===== config.mk =====
export PLATFORM = sky130hd
export DESIGN_NAME = fast_ethernet_tx_pcs_encoder
export DESIGN_NICKNAME = d
export VERILOG_FILES = /design/src/verilog/tx_pcs_pkg.sv /design/src/verilog/fast_ethernet_tx_pcs_encoder.sv
export SDC_FILE = /design/constraint.sdc
export NUM_CORES = 1
export LEC_CHECK = 0
export BUFFER_PORTS_ARGS = -buffer_cell sky130_fd_sc_hd__buf_2
export CORE_ASPECT_RATIO = 1.4
export CORE_MARGIN = 1.5
export CORE_UTILIZATION = 30
export CTS_CLUSTER_SIZE = 12
export DETAILED_ROUTE_END_ITERATION = 10
export SLEW_MARGIN = 0
export SYNTH_ARGS = -nofsm -noshare
export SYNTH_HDL_FRONTEND = slang
export SYNTH_SLANG_ARGS = --single-unit

===== constraint.sdc =====
create_clock -name mclk -period 2.7 [get_ports mclk]
set_input_delay 0.135 -clock mclk [delete_from_list [all_inputs] [get_ports mclk]]
set_output_delay 0.135 -clock mclk [all_outputs]
set_load 0.05 [all_outputs]

===== src/verilog/tx_pcs_pkg.sv =====
// Purpose: Shared types and constants for the 100 Mb/s transmit coding path.
// Assumes: One 250 MHz clock; serial line bits run at 125 Mb/s.
// Notes:   Code-group values are the line code's own constants.
`default_nettype none
package tx_pcs_pkg;

	// **********************************************
	// Timing
	// **********************************************
	localparam int MCLK_PERIOD_PS = 4000;
	localparam int BIT_PERIOD_PS  = 8000;
	localparam int BIT_DIV        = (BIT_PERIOD_PS + MCLK_PERIOD_PS - 1) / MCLK_PERIOD_PS;
	localparam logic [0:0] DIV_LAST      = 1'(BIT_DIV - 1);
	localparam logic [2:0] GROUP_BITS    = 3'h5;
	localparam logic [1:0] SEED_LOAD_CYC = 2'h3;

	// **********************************************
	// Code-groups
	// **********************************************
	localparam logic [4:0] CG_IDLE = 5'h1f;
	localparam logic [4:0] CG_J    = 5'h18;
	localparam logic [4:0] CG_K    = 5'h11;
	localparam logic [4:0] CG_T    = 5'h0d;
	localparam logic [4:0] CG_R    = 5'h07;
	localparam logic [15:0][4:0] DATA_CODE_TABLE = {
		5'h1d, 5'h1c, 5'h1b, 5'h1a, 5'h17, 5'h16, 5'h13, 5'h12,
		5'h0f, 5'h0e, 5'h0b, 5'h0a, 5'h15, 5'h14, 5'h09, 5'h1e};

	// **********************************************
	// Scrambler
	// **********************************************
	localparam int          LFSR_WIDTH = 11;
	localparam logic [6:0]  SEED_LOW   = 7'h5a;

	// **********************************************
	// Types
	// **********************************************
	typedef enum logic [1:0] {ST_IDLE, ST_SSD_K, ST_DATA, ST_ESD_R} enc_state_type;

	typedef struct packed {
		logic       tx_en;
		logic [3:0] txd;
	} mii_tx_type;

	typedef struct packed {
		logic bit_strobe;
		logic nrz_bit;
		logic drive_pos;
		logic drive_neg;
	} line_out_type;

endpackage
`default_nettype wire


===== src/verilog/fast_ethernet_tx_pcs_encoder.sv =====
// Purpose: 4B/5B encode, delimit, scramble, NRZI and MLT-3 split of MII transmit data.
// Assumes: MII inputs, straps and bypass levels are asynchronous to mclk.
// Notes:   Nibbles are taken on rising edges of tx_clk seen through a synchroniser.
`timescale 1ns/1ps
`default_nettype none
module fast_ethernet_tx_pcs_encoder (
	// Clock and reset
	input  wire logic                       mclk,
	input  wire logic                       sys_rst,
	// MII transmit side
	input  wire logic                       tx_clk,
	input  wire tx_pcs_pkg::mii_tx_type     mii_tx,
	// Straps and stage bypass levels
	input  wire logic [4:0]                 phy_address_straps,
	input  wire logic                       bypass_encoder,
	input  wire logic                       bypass_scrambler,
	// Line driver side
	output var  tx_pcs_pkg::line_out_type   line_out
);

	// **********************************************
	// State
	// **********************************************
	typedef struct packed {
		tx_pcs_pkg::mii_tx_type                 mii_s1;
		tx_pcs_pkg::mii_tx_type                 mii_s2;
		logic                                   clk_s1;
		logic                                   clk_s2;
		logic                                   clk_s3;
		logic [1:0]                             cfg_s1;
		logic [1:0]                             cfg_s2;
		logic [4:0]                             strap_s1;
		logic [4:0]                             strap_s2;
		logic [1:0]                             seed_wait;
		tx_pcs_pkg::enc_state_type              fsm;
		logic [4:0]                             shreg;
		logic [2:0]                             bits_left;
		logic [0:0]                             div;
		logic [tx_pcs_pkg::LFSR_WIDTH-1:0]      lfsr;
		logic                                   nrzi;
		logic [1:0]                             phase;
		tx_pcs_pkg::line_out_type               line;
	} core_type;

	core_type   r;
	core_type   next_r;
	logic       tick;
	logic       nib;
	logic [4:0] group;
	logic       nrz;
	logic       scr;
	logic       bit_go;

	assign tick   = (r.div == tx_pcs_pkg::DIV_LAST);
	// The tx_clk history is zero after reset whatever the pin holds, so a high pin would
	// pass for an edge; nibbles are ignored until the seed load has also ended
	assign nib    = r.clk_s2 & ~r.clk_s3 & (r.seed_wait == tx_pcs_pkg::SEED_LOAD_CYC);
	assign bit_go = !nib && tick && (r.bits_left != 3'h0);
	assign nrz    = r.shreg[4];
	// Feedback x^11 + x^9 + 1 taken from the register itself, closed loop
	assign scr    = r.lfsr[10] ^ r.lfsr[8];

	// **********************************************
	// Code-group choice
	// **********************************************
	always_comb begin
		group = tx_pcs_pkg::CG_IDLE;
		case (r.fsm)
			tx_pcs_pkg::ST_IDLE: begin
				if (r.mii_s2.tx_en) begin
					group = tx_pcs_pkg::CG_J;
				end
			end
			tx_pcs_pkg::ST_SSD_K: begin
				group = tx_pcs_pkg::CG_K;
			end
			tx_pcs_pkg::ST_DATA: begin
				if (!r.mii_s2.tx_en) begin
					group = tx_pcs_pkg::CG_T;
				end else if (r.cfg_s2[0]) begin
					group = {1'b0, r.mii_s2.txd};
				end else begin
					group = tx_pcs_pkg::DATA_CODE_TABLE[r.mii_s2.txd];
				end
			end
			tx_pcs_pkg::ST_ESD_R: begin
				group = tx_pcs_pkg::CG_R;
			end
			default: begin
				group = tx_pcs_pkg::CG_IDLE;
			end
		endcase
	end

	// **********************************************
	// Next state
	// **********************************************
	always_comb begin
		next_r                 = r;
		next_r.mii_s1          = mii_tx;
		next_r.mii_s2          = r.mii_s1;
		next_r.clk_s1          = tx_clk;
		next_r.clk_s2          = r.clk_s1;
		next_r.clk_s3          = r.clk_s2;
		next_r.cfg_s1          = {bypass_scrambler, bypass_encoder};
		next_r.cfg_s2          = r.cfg_s1;
		next_r.strap_s1        = phy_address_straps;
		next_r.strap_s2        = r.strap_s1;
		next_r.div             = tick ? 1'h0 : r.div + 1'h1;
		next_r.line.bit_strobe = 1'b0;
		// Straps need two cycles through the synchroniser before the seed is good
		if (r.seed_wait != tx_pcs_pkg::SEED_LOAD_CYC) begin
			next_r.seed_wait = r.seed_wait + 2'h1;
			next_r.lfsr      = {r.strap_s2[4:1], tx_pcs_pkg::SEED_LOW};
		end
		if (nib) begin
			next_r.shreg     = group;
			next_r.bits_left = tx_pcs_pkg::GROUP_BITS;
			case (r.fsm)
				tx_pcs_pkg::ST_IDLE: begin
					if (r.mii_s2.tx_en) begin
						next_r.fsm = tx_pcs_pkg::ST_SSD_K;
					end
				end
				tx_pcs_pkg::ST_SSD_K: begin
					next_r.fsm = tx_pcs_pkg::ST_DATA;
				end
				tx_pcs_pkg::ST_DATA: begin
					if (!r.mii_s2.tx_en) begin
						next_r.fsm = tx_pcs_pkg::ST_ESD_R;
					end
				end
				default: begin
					next_r.fsm = tx_pcs_pkg::ST_IDLE;
				end
			endcase
		end else if (bit_go) begin
			next_r.shreg           = {r.shreg[3:0], 1'b0};
			next_r.bits_left       = r.bits_left - 3'h1;
			next_r.lfsr            = {r.lfsr[9:0], scr};
			next_r.line.bit_strobe = 1'b1;
			next_r.line.nrz_bit    = r.cfg_s2[1] ? nrz : nrz ^ scr;
			next_r.nrzi            = r.nrzi ^ next_r.line.nrz_bit;
			// Each change of the NRZI line steps the three-level code on
			if (next_r.nrzi != r.nrzi) begin
				next_r.phase = r.phase + 2'h1;
			end
			// Only three levels ever leave the block, never a binary drive
			next_r.line.drive_pos = (next_r.phase == 2'h1);
			next_r.line.drive_neg = (next_r.phase == 2'h3);
		end
	end

	always_ff @(posedge mclk) begin
		if (sys_rst) begin
			r <= '0;
		end else begin
			r <= next_r;
		end
	end

	assign line_out = r.line;

	// **********************************************
	// Checks
	// **********************************************
	a_ssd_first: assert property (@(posedge mclk) disable iff (sys_rst)
		nib && r.fsm == tx_pcs_pkg::ST_IDLE && r.mii_s2.tx_en
		|=> r.shreg == tx_pcs_pkg::CG_J && r.fsm == tx_pcs_pkg::ST_SSD_K)
		else $error("start delimiter J not loaded");
	a_ssd_second: assert property (@(posedge mclk) disable iff (sys_rst)
		nib && r.fsm == tx_pcs_pkg::ST_SSD_K |=> r.shreg == tx_pcs_pkg::CG_K)
		else $error("start delimiter K not loaded");
	a_data_code: assert property (@(posedge mclk) disable iff (sys_rst)
		nib && r.fsm == tx_pcs_pkg::ST_DATA && r.mii_s2.tx_en && !r.cfg_s2[0]
		&& r.mii_s2.txd == 4'h0 |=> r.shreg == 5'h1e)
		else $error("nibble zero not coded 11110");
	a_esd_pair: assert property (@(posedge mclk) disable iff (sys_rst)
		nib && r.fsm == tx_pcs_pkg::ST_DATA && !r.mii_s2.tx_en
		|=> r.shreg == tx_pcs_pkg::CG_T && r.fsm == tx_pcs_pkg::ST_ESD_R)
		else $error("end delimiter T missing");
	a_idle_fill: assert property (@(posedge mclk) disable iff (sys_rst)
		nib && r.fsm == tx_pcs_pkg::ST_IDLE && !r.mii_s2.tx_en
		|=> r.shreg == tx_pcs_pkg::CG_IDLE && r.fsm == tx_pcs_pkg::ST_IDLE)
		else $error("idle not sent between frames");
	a_scram_xor: assert property (@(posedge mclk) disable iff (sys_rst)
		bit_go && !r.cfg_s2[1] |=> line_out.nrz_bit == ($past(nrz) ^ $past(scr)))
		else $error("scrambled bit wrong");
	a_mlt_levels: assert property (@(posedge mclk) disable iff (sys_rst)
		!(line_out.drive_pos && line_out.drive_neg))
		else $error("both drive streams high");
	a_mlt_hold: assert property (@(posedge mclk) disable iff (sys_rst)
		bit_go ##1 !line_out.nrz_bit |-> $stable(r.phase))
		else $error("MLT-3 level moved on zero");
	// First strobe lands one or two cycles after the load, by divider phase
	a_bit_burst: assert property (@(posedge mclk) disable iff (sys_rst)
		nib |=> (r.bits_left == 3'h5 && !line_out.bit_strobe)
		##[1:2] (r.bits_left == 3'h4 && line_out.bit_strobe))
		else $error("code-group not serialised in order");
	a_seed_load: assert property (@(posedge mclk) disable iff (sys_rst)
		$rose(r.seed_wait == tx_pcs_pkg::SEED_LOAD_CYC)
		|-> r.lfsr[10:7] == $past(r.strap_s2[4:1]))
		else $error("seed not from straps");

endmodule
`default_nettype wire


==> After elaboration in Yosys (flattened, before gate mapping) <==
Memories as Yosys holds them, arrays and structs flattened. A register that Yosys moved wholly into a read port is not among the register bits.
Cells that the tools add are included.
{ "totals": {"reg_bits": 58, "romBits": 80, "in_bits": 15, "output_inout_bits": 4, "elab_cells": 75, "n_memories": 1} }
{ "classes": {"n_addsub": 4, "order_cmp": 1, "n_eq_ne": 10, "muxes": 18, "n_bitwise": 7, "n_reduce_logical": 10} }
{ "memory_table": {"columns": ["memory", "words", "width", "read_ports", "rd_ports_with_merged_regs", "write_ports", "line_no", "source"], "rows": [
  ["(name not given)", 16, 5, 1, 1, 0, "fast_ethernet_tx_pcs_encoder.sv:83", "group = tx_pcs_pkg::DATA_CODE_TABLE[r.mii_s2.txd];"]
]} }
{ "ops": {"columns": ["cell", "count"], "rows": [
  ["$mux 18", 2],
  ["$pmux 5 s4", 1],
  ["$mux 8", 2],
  ["$mux 5", 3],
  ["$mux 11", 1],
  ["$mux 2", 5],
  ["$eq 2x2->1 const B", 4],
  ["$ne 2x2->1 const B", 3],
  ["$pmux 2 s3", 1],
  ["$lt 4x5->1 const B", 1],
  ["$add 2x1->2 const B", 2],
  ["$eq 2x1->1 const B", 2],
  ["$mux 4", 1],
  ["$reduce_or 2->1", 2],
  ["$mux 3", 1],
  ["$reduce_and 3->1", 1],
  ["$reduce_bool 3->1", 1],
  ["$sub 3x1->3 const B", 1],
  ["$xor 1x1->1", 3],
  ["$and 1x1->1", 2],
  ["$logic_and 1x1->1", 2],
  ["$logic_not 2->1", 1],
  ["$not 1->1", 2],
  ["$reduce_and 2->1", 1],
  ["5 further kinds", 5]
]} }

==> Logic depth before layout (Yosys ltp) <==
{ "logic_depth": {"word_depth": 11, "depth_mapped": 8, "mapped_depth_nobuf": 6} }

==> Least setup slack after synthesis <==
Ideal clock, no wire load.
{ "synth_timing": {"kind": "register -> register", "from": "register r[29] (netlist name)", "to": "register r[4] (netlist name)", "setup_ns": 0.121, "arrival_time_ns": 1.414, "t_required_ns": 2.579, "slack_ns": 1.165, "path_stages_with_launch": 8, "path_buffers": 2, "synth_period_minus_slack_ns": 1.535, "cell_sequence": "dfxtp_1 ha_1 buf_6 nand3b_1 buf_4 nand3_2 a21oi_2 mux2_2"} }
{ "synth_between": {"elab_chain_cells": 6, "elab_cells_between_ends": 7, "classes_between": "1 x eq/ne; 2 x bitwise; 4 x reduce/logical"} }
{ "synth_lines": {"columns": ["element", "line_no", "source"], "rows": [
  ["start: declaration", "fast_ethernet_tx_pcs_encoder.sv:45", "core_type r;"],
  ["start signal: assignment", "fast_ethernet_tx_pcs_encoder.sv:158", "r <= next_r;"],
  ["$eq 2x2->1 *", "fast_ethernet_tx_pcs_encoder.sv:57", "assign nib = r.clk_s2 & ~r.clk_s3 & (r.seed_wait == tx_pcs_pkg::SEED_LOAD_CYC);"],
  ["$and 1x1->1 *", "fast_ethernet_tx_pcs_encoder.sv:57", null],
  ["$logic_not 1->1", "fast_ethernet_tx_pcs_encoder.sv:58", "assign bit_go = !nib && tick && (r.bits_left != 3'h0);"],
  ["$logic_and 1x1->1 (2 in series)", "fast_ethernet_tx_pcs_encoder.sv:58", null],
  ["$reduce_and 2->1 (no line) *", null, null]
]} }
Mark *: on every way between the ends. The rest lies on a longest branch, timed or not.
A chain may end at the register's enable or synchronous reset.

==> Final worst setup path <==
{ "layout_timing": {"from": "register r[28] (netlist name)", "to": "register r, in the netlist nrz"} }
{ "layout_between": {"elab_chain_cells": 3, "elab_cells_between_ends": 6, "classes_between": "3 x eq/ne; 2 x mux; 1 x reduce/logical"} }
{ "layout_lines": {"columns": ["element", "line_no", "source"], "rows": [
  ["$eq 2x2->1 (tied with other cells)", "fast_ethernet_tx_pcs_encoder.sv:68", "case (r.fsm)"],
  ["$pmux 5 s4 *", "fast_ethernet_tx_pcs_encoder.sv:68", null],
  ["$mux 8 *", "fast_ethernet_tx_pcs_encoder.sv:116", "if (nib) begin"]
]} }
Marks and branches as above.

==> flow_summary.json <==
{
  "netlist_area_um2": 2396,
  "synth_xor_area_frac": 0.02402,
  "vias_per_cell": 4.550,
  "numCtsBuffers": 9,
  "ant_nets": 0,
  "wirelength_mm": 4.030,
  "finalCriticalPeriod_ns": 1.702,
  "final_common_cell": "dfxtp_1",
  "finalCritPeriodShare": 0.6302,
  "overflow": 0,
  "p_comb_frac": 0.128,
  "skew_ns": 0.005243,
  "wl_per_cell_um": 10.80,
  "antenna_cells": 0,
  "drtIter0Drc": 91,
  "die_h_um": 108.7,
  "setup_ws_ns": 0.9984,
  "most-common-layout-cells": "60 x dfxtp_1, 26 x nor2b_1, 21 x nor2_1",
  "ys_seq_elements": 60,
  "p_leak_nw": 1.115,
  "clk_pin_slew_ns": 0.06,
  "hp-class": "in -> reg",
  "relSlewSlack": 0.5774,
  "synthDistinctLibCells": 43,
  "pwr-share-seq": 0.487,
  "post-place-ws_ns": 1.058,
  "cts_resized": 0,
  "dr_total_vias": 1697,
  "power_frac_clock": 0.385,
  "syn_inst": 247,
  "syn_nets": 269,
  "drive_gt1_frac": 0.1502,
  "setup_viol": 0,
  "path_max_fanout": 9,
  "synth_edf_count": 0,
  "remaining_drc_errors": 0,
  "io_buffers": 17,
  "track_usage": 0.1078,
  "met1_usage": 0.1268,
  "finalPower_mw": 2.021,
  "nets": 292,
  "io-pin-count": 19,
  "initial_utilization": 0.3092,
  "synth_compound_area_frac": 0.1149,
  "tightest_slew_ns": 0.6340,
  "cts_buffer_depth": 2,
  "avgSynthCellArea_um2": 9.701,
  "whs_ns": 0.02288,
  "finalMaxSlewViolations": 0,
  "p_switching_uw": 488.7,
  "grt_max_degree": 37,
  "grt_setup_unrepaired": "false",
  "p_per_area_nw_per_um2": 716.4,
  "fmax_mhz": 587.7,
  "synth_top_flop_cell": "dfxtp_1",
  "syn_to_final_growth_pct": 17.75,
  "outcome": "finished, final reports clean",
  "r2r-end": "nrz",
  "core_area_um2": 7750,
  "clk_latency_ns": 0.33,
  "place_inst": 349,
  "hold_end": "next_r[34]",
  "die_area_um2": 8539,
  "ys_seq_area_frac": 0.5013,
  "chipWidth_um": 78.53,
  "grt_pass1_wl_mm": 7.003,
  "final_cells": 373,
  "synth_mux_area_frac": 0.05117,
  "fin_setup_tns_ns": 0,
  "min-delay-start": "phy_address_straps[3]",
  "ys_warn_count": 0,
  "end_kind": "register",
  "drt_first_pass_iters": 7,
  "r2r_cells": 5,
  "required_ns": 2.94,
  "gp_congestion": 0.7571,
  "antenna_found_initial": 0,
  "use_met2": 0.1681,
  "cts-root-buf": "clkbuf_8",
  "grt_busiest_layer": "met2",
  "num_rows": 38,
  "dp_hpwl_mm": 2.671,
  "grt_pass1_vias": 1553,
  "swShare": 0.2418,
  "synth_top_family_by_area": "simple AND/OR/NAND/NOR gates",
  "cts_sinks": 60,
  "r2r_slack_ns": 1.0,
  "internal-power_mw": 1.533,
  "gr-usage-met3": 0.03515,
  "synth-async-reset-ratio": 0,
  "cap_violations": 0,
  "hold_depth": 2,
  "htree_num_levels": 3,
  "r2r_start": "r[28]",
  "hold_viol": 0,
  "crit_type": "reg -> reg",
  "cts_tree": "yes",
  "arrival_ns": 1.94,
  "peakVddDrop_mv": 0.3693,
  "synth_fa_ha_area_frac": 0.03655,
  "cp-start-kind": "register",
  "synth_simple_gate_area_frac": 0.2125
}
per-layer routing:
metal / part of all wire / wire, um / vias to the layer above
met5: 0 / 0 / -
met4: 0.031 / 126 / 0
met3: 0.037 / 148 / 12
met2: 0.46 / 1842 / 41
met1: 0.47 / 1912 / 764
li1: - / - / 880
sequential cells by signal (all words and copies together), names as in the netlist, named ones only:
register and flops:
next_r 13, line_out 4, nrz 1, tick 1
r 36
cell type report:
class                   instances  area (um2)
clock buffers                  12       155.1
clock inverters                 2       35.03
fillers                       783        4928
inverters                      10       37.54
multi-input cells             158        1052
flip-flops and latches         60        1201
well taps                     100       125.1
repair buffers                 31       215.2
critical path: stages (launching register included):
cell      delay, ns
dfxtp_1        0.49
ha_1           0.35
nand2_1        0.13
o32ai_1        0.31
nor3_1         0.09
a311oi_1       0.25
kinds of logic after synthesis:
family / Yosys count
compound gates: 39
xor+xnor: 5
fa+ha+maj: 7
buf+inv: 29
flops: 60
mux: 12
simple gates: 95
metrics by stage:
| stage | instance area, um2 | util |
|---|---|---|
| global placement | 2531 | 0.3266 |
| CTS | 2821 | 0.3641 |
| finish | 2821 | 0.3641 |
| global route | 2821 | 0.3641 |
| detailed placement | 2531 | 0.3266 |
| floorplan | 2396 | - |
worst max-delay path by stage:
stage | depth (start not counted) | slack [ns] | endpoint | start
floorplan | 7 | 1.17 | r[4] | r[29]
global placement | 5 | 1.08 | nrz | r[28]
detailed placement | 6 | 1.06 | r[27] | r[29]
CTS | 5 | 1.04 | nrz | r[28]
global route | 6 | 0.87 | r[27] | r[29]
finish | 5 | 1.0 | nrz | r[28]
cell usage after synthesis (all sizes together) (6+ instances only):
cell type / instances / area, um2
nor3: 6 / 30.03
dfxtp: 60 / 1201
buf: 13 / 82.58
nand2: 15 / 56.30
clkbuf: 6 / 22.52
nand3: 11 / 60.06
nor2b: 26 / 162.7
mux2i: 10 / 100.1
nor2: 21 / 78.83
a21oi: 10 / 53.80
inv: 10 / 37.54
ha: 7 / 87.58
a211oi: 8 / 60.06
power groups by stage:
stage	Sequential (mW)	Clock (mW)	Combinational (mW)
2_1_floorplan	0.995	0	0.213
3_3_place_gp	1.00	0	0.247
3_5_place_dp	1.00	0	0.250
4_1_cts	0.985	0.809	0.261
5_1_grt	0.993	0.839	0.294
6_report	0.985	0.778	0.258
timing repair:
item | in CTS | in global routing
endpoints found under the hold margin | 10 | 0
buffers inserted | 0 | 0
hold buffers | 10 | 0
(Power assumes the default switching activity.)
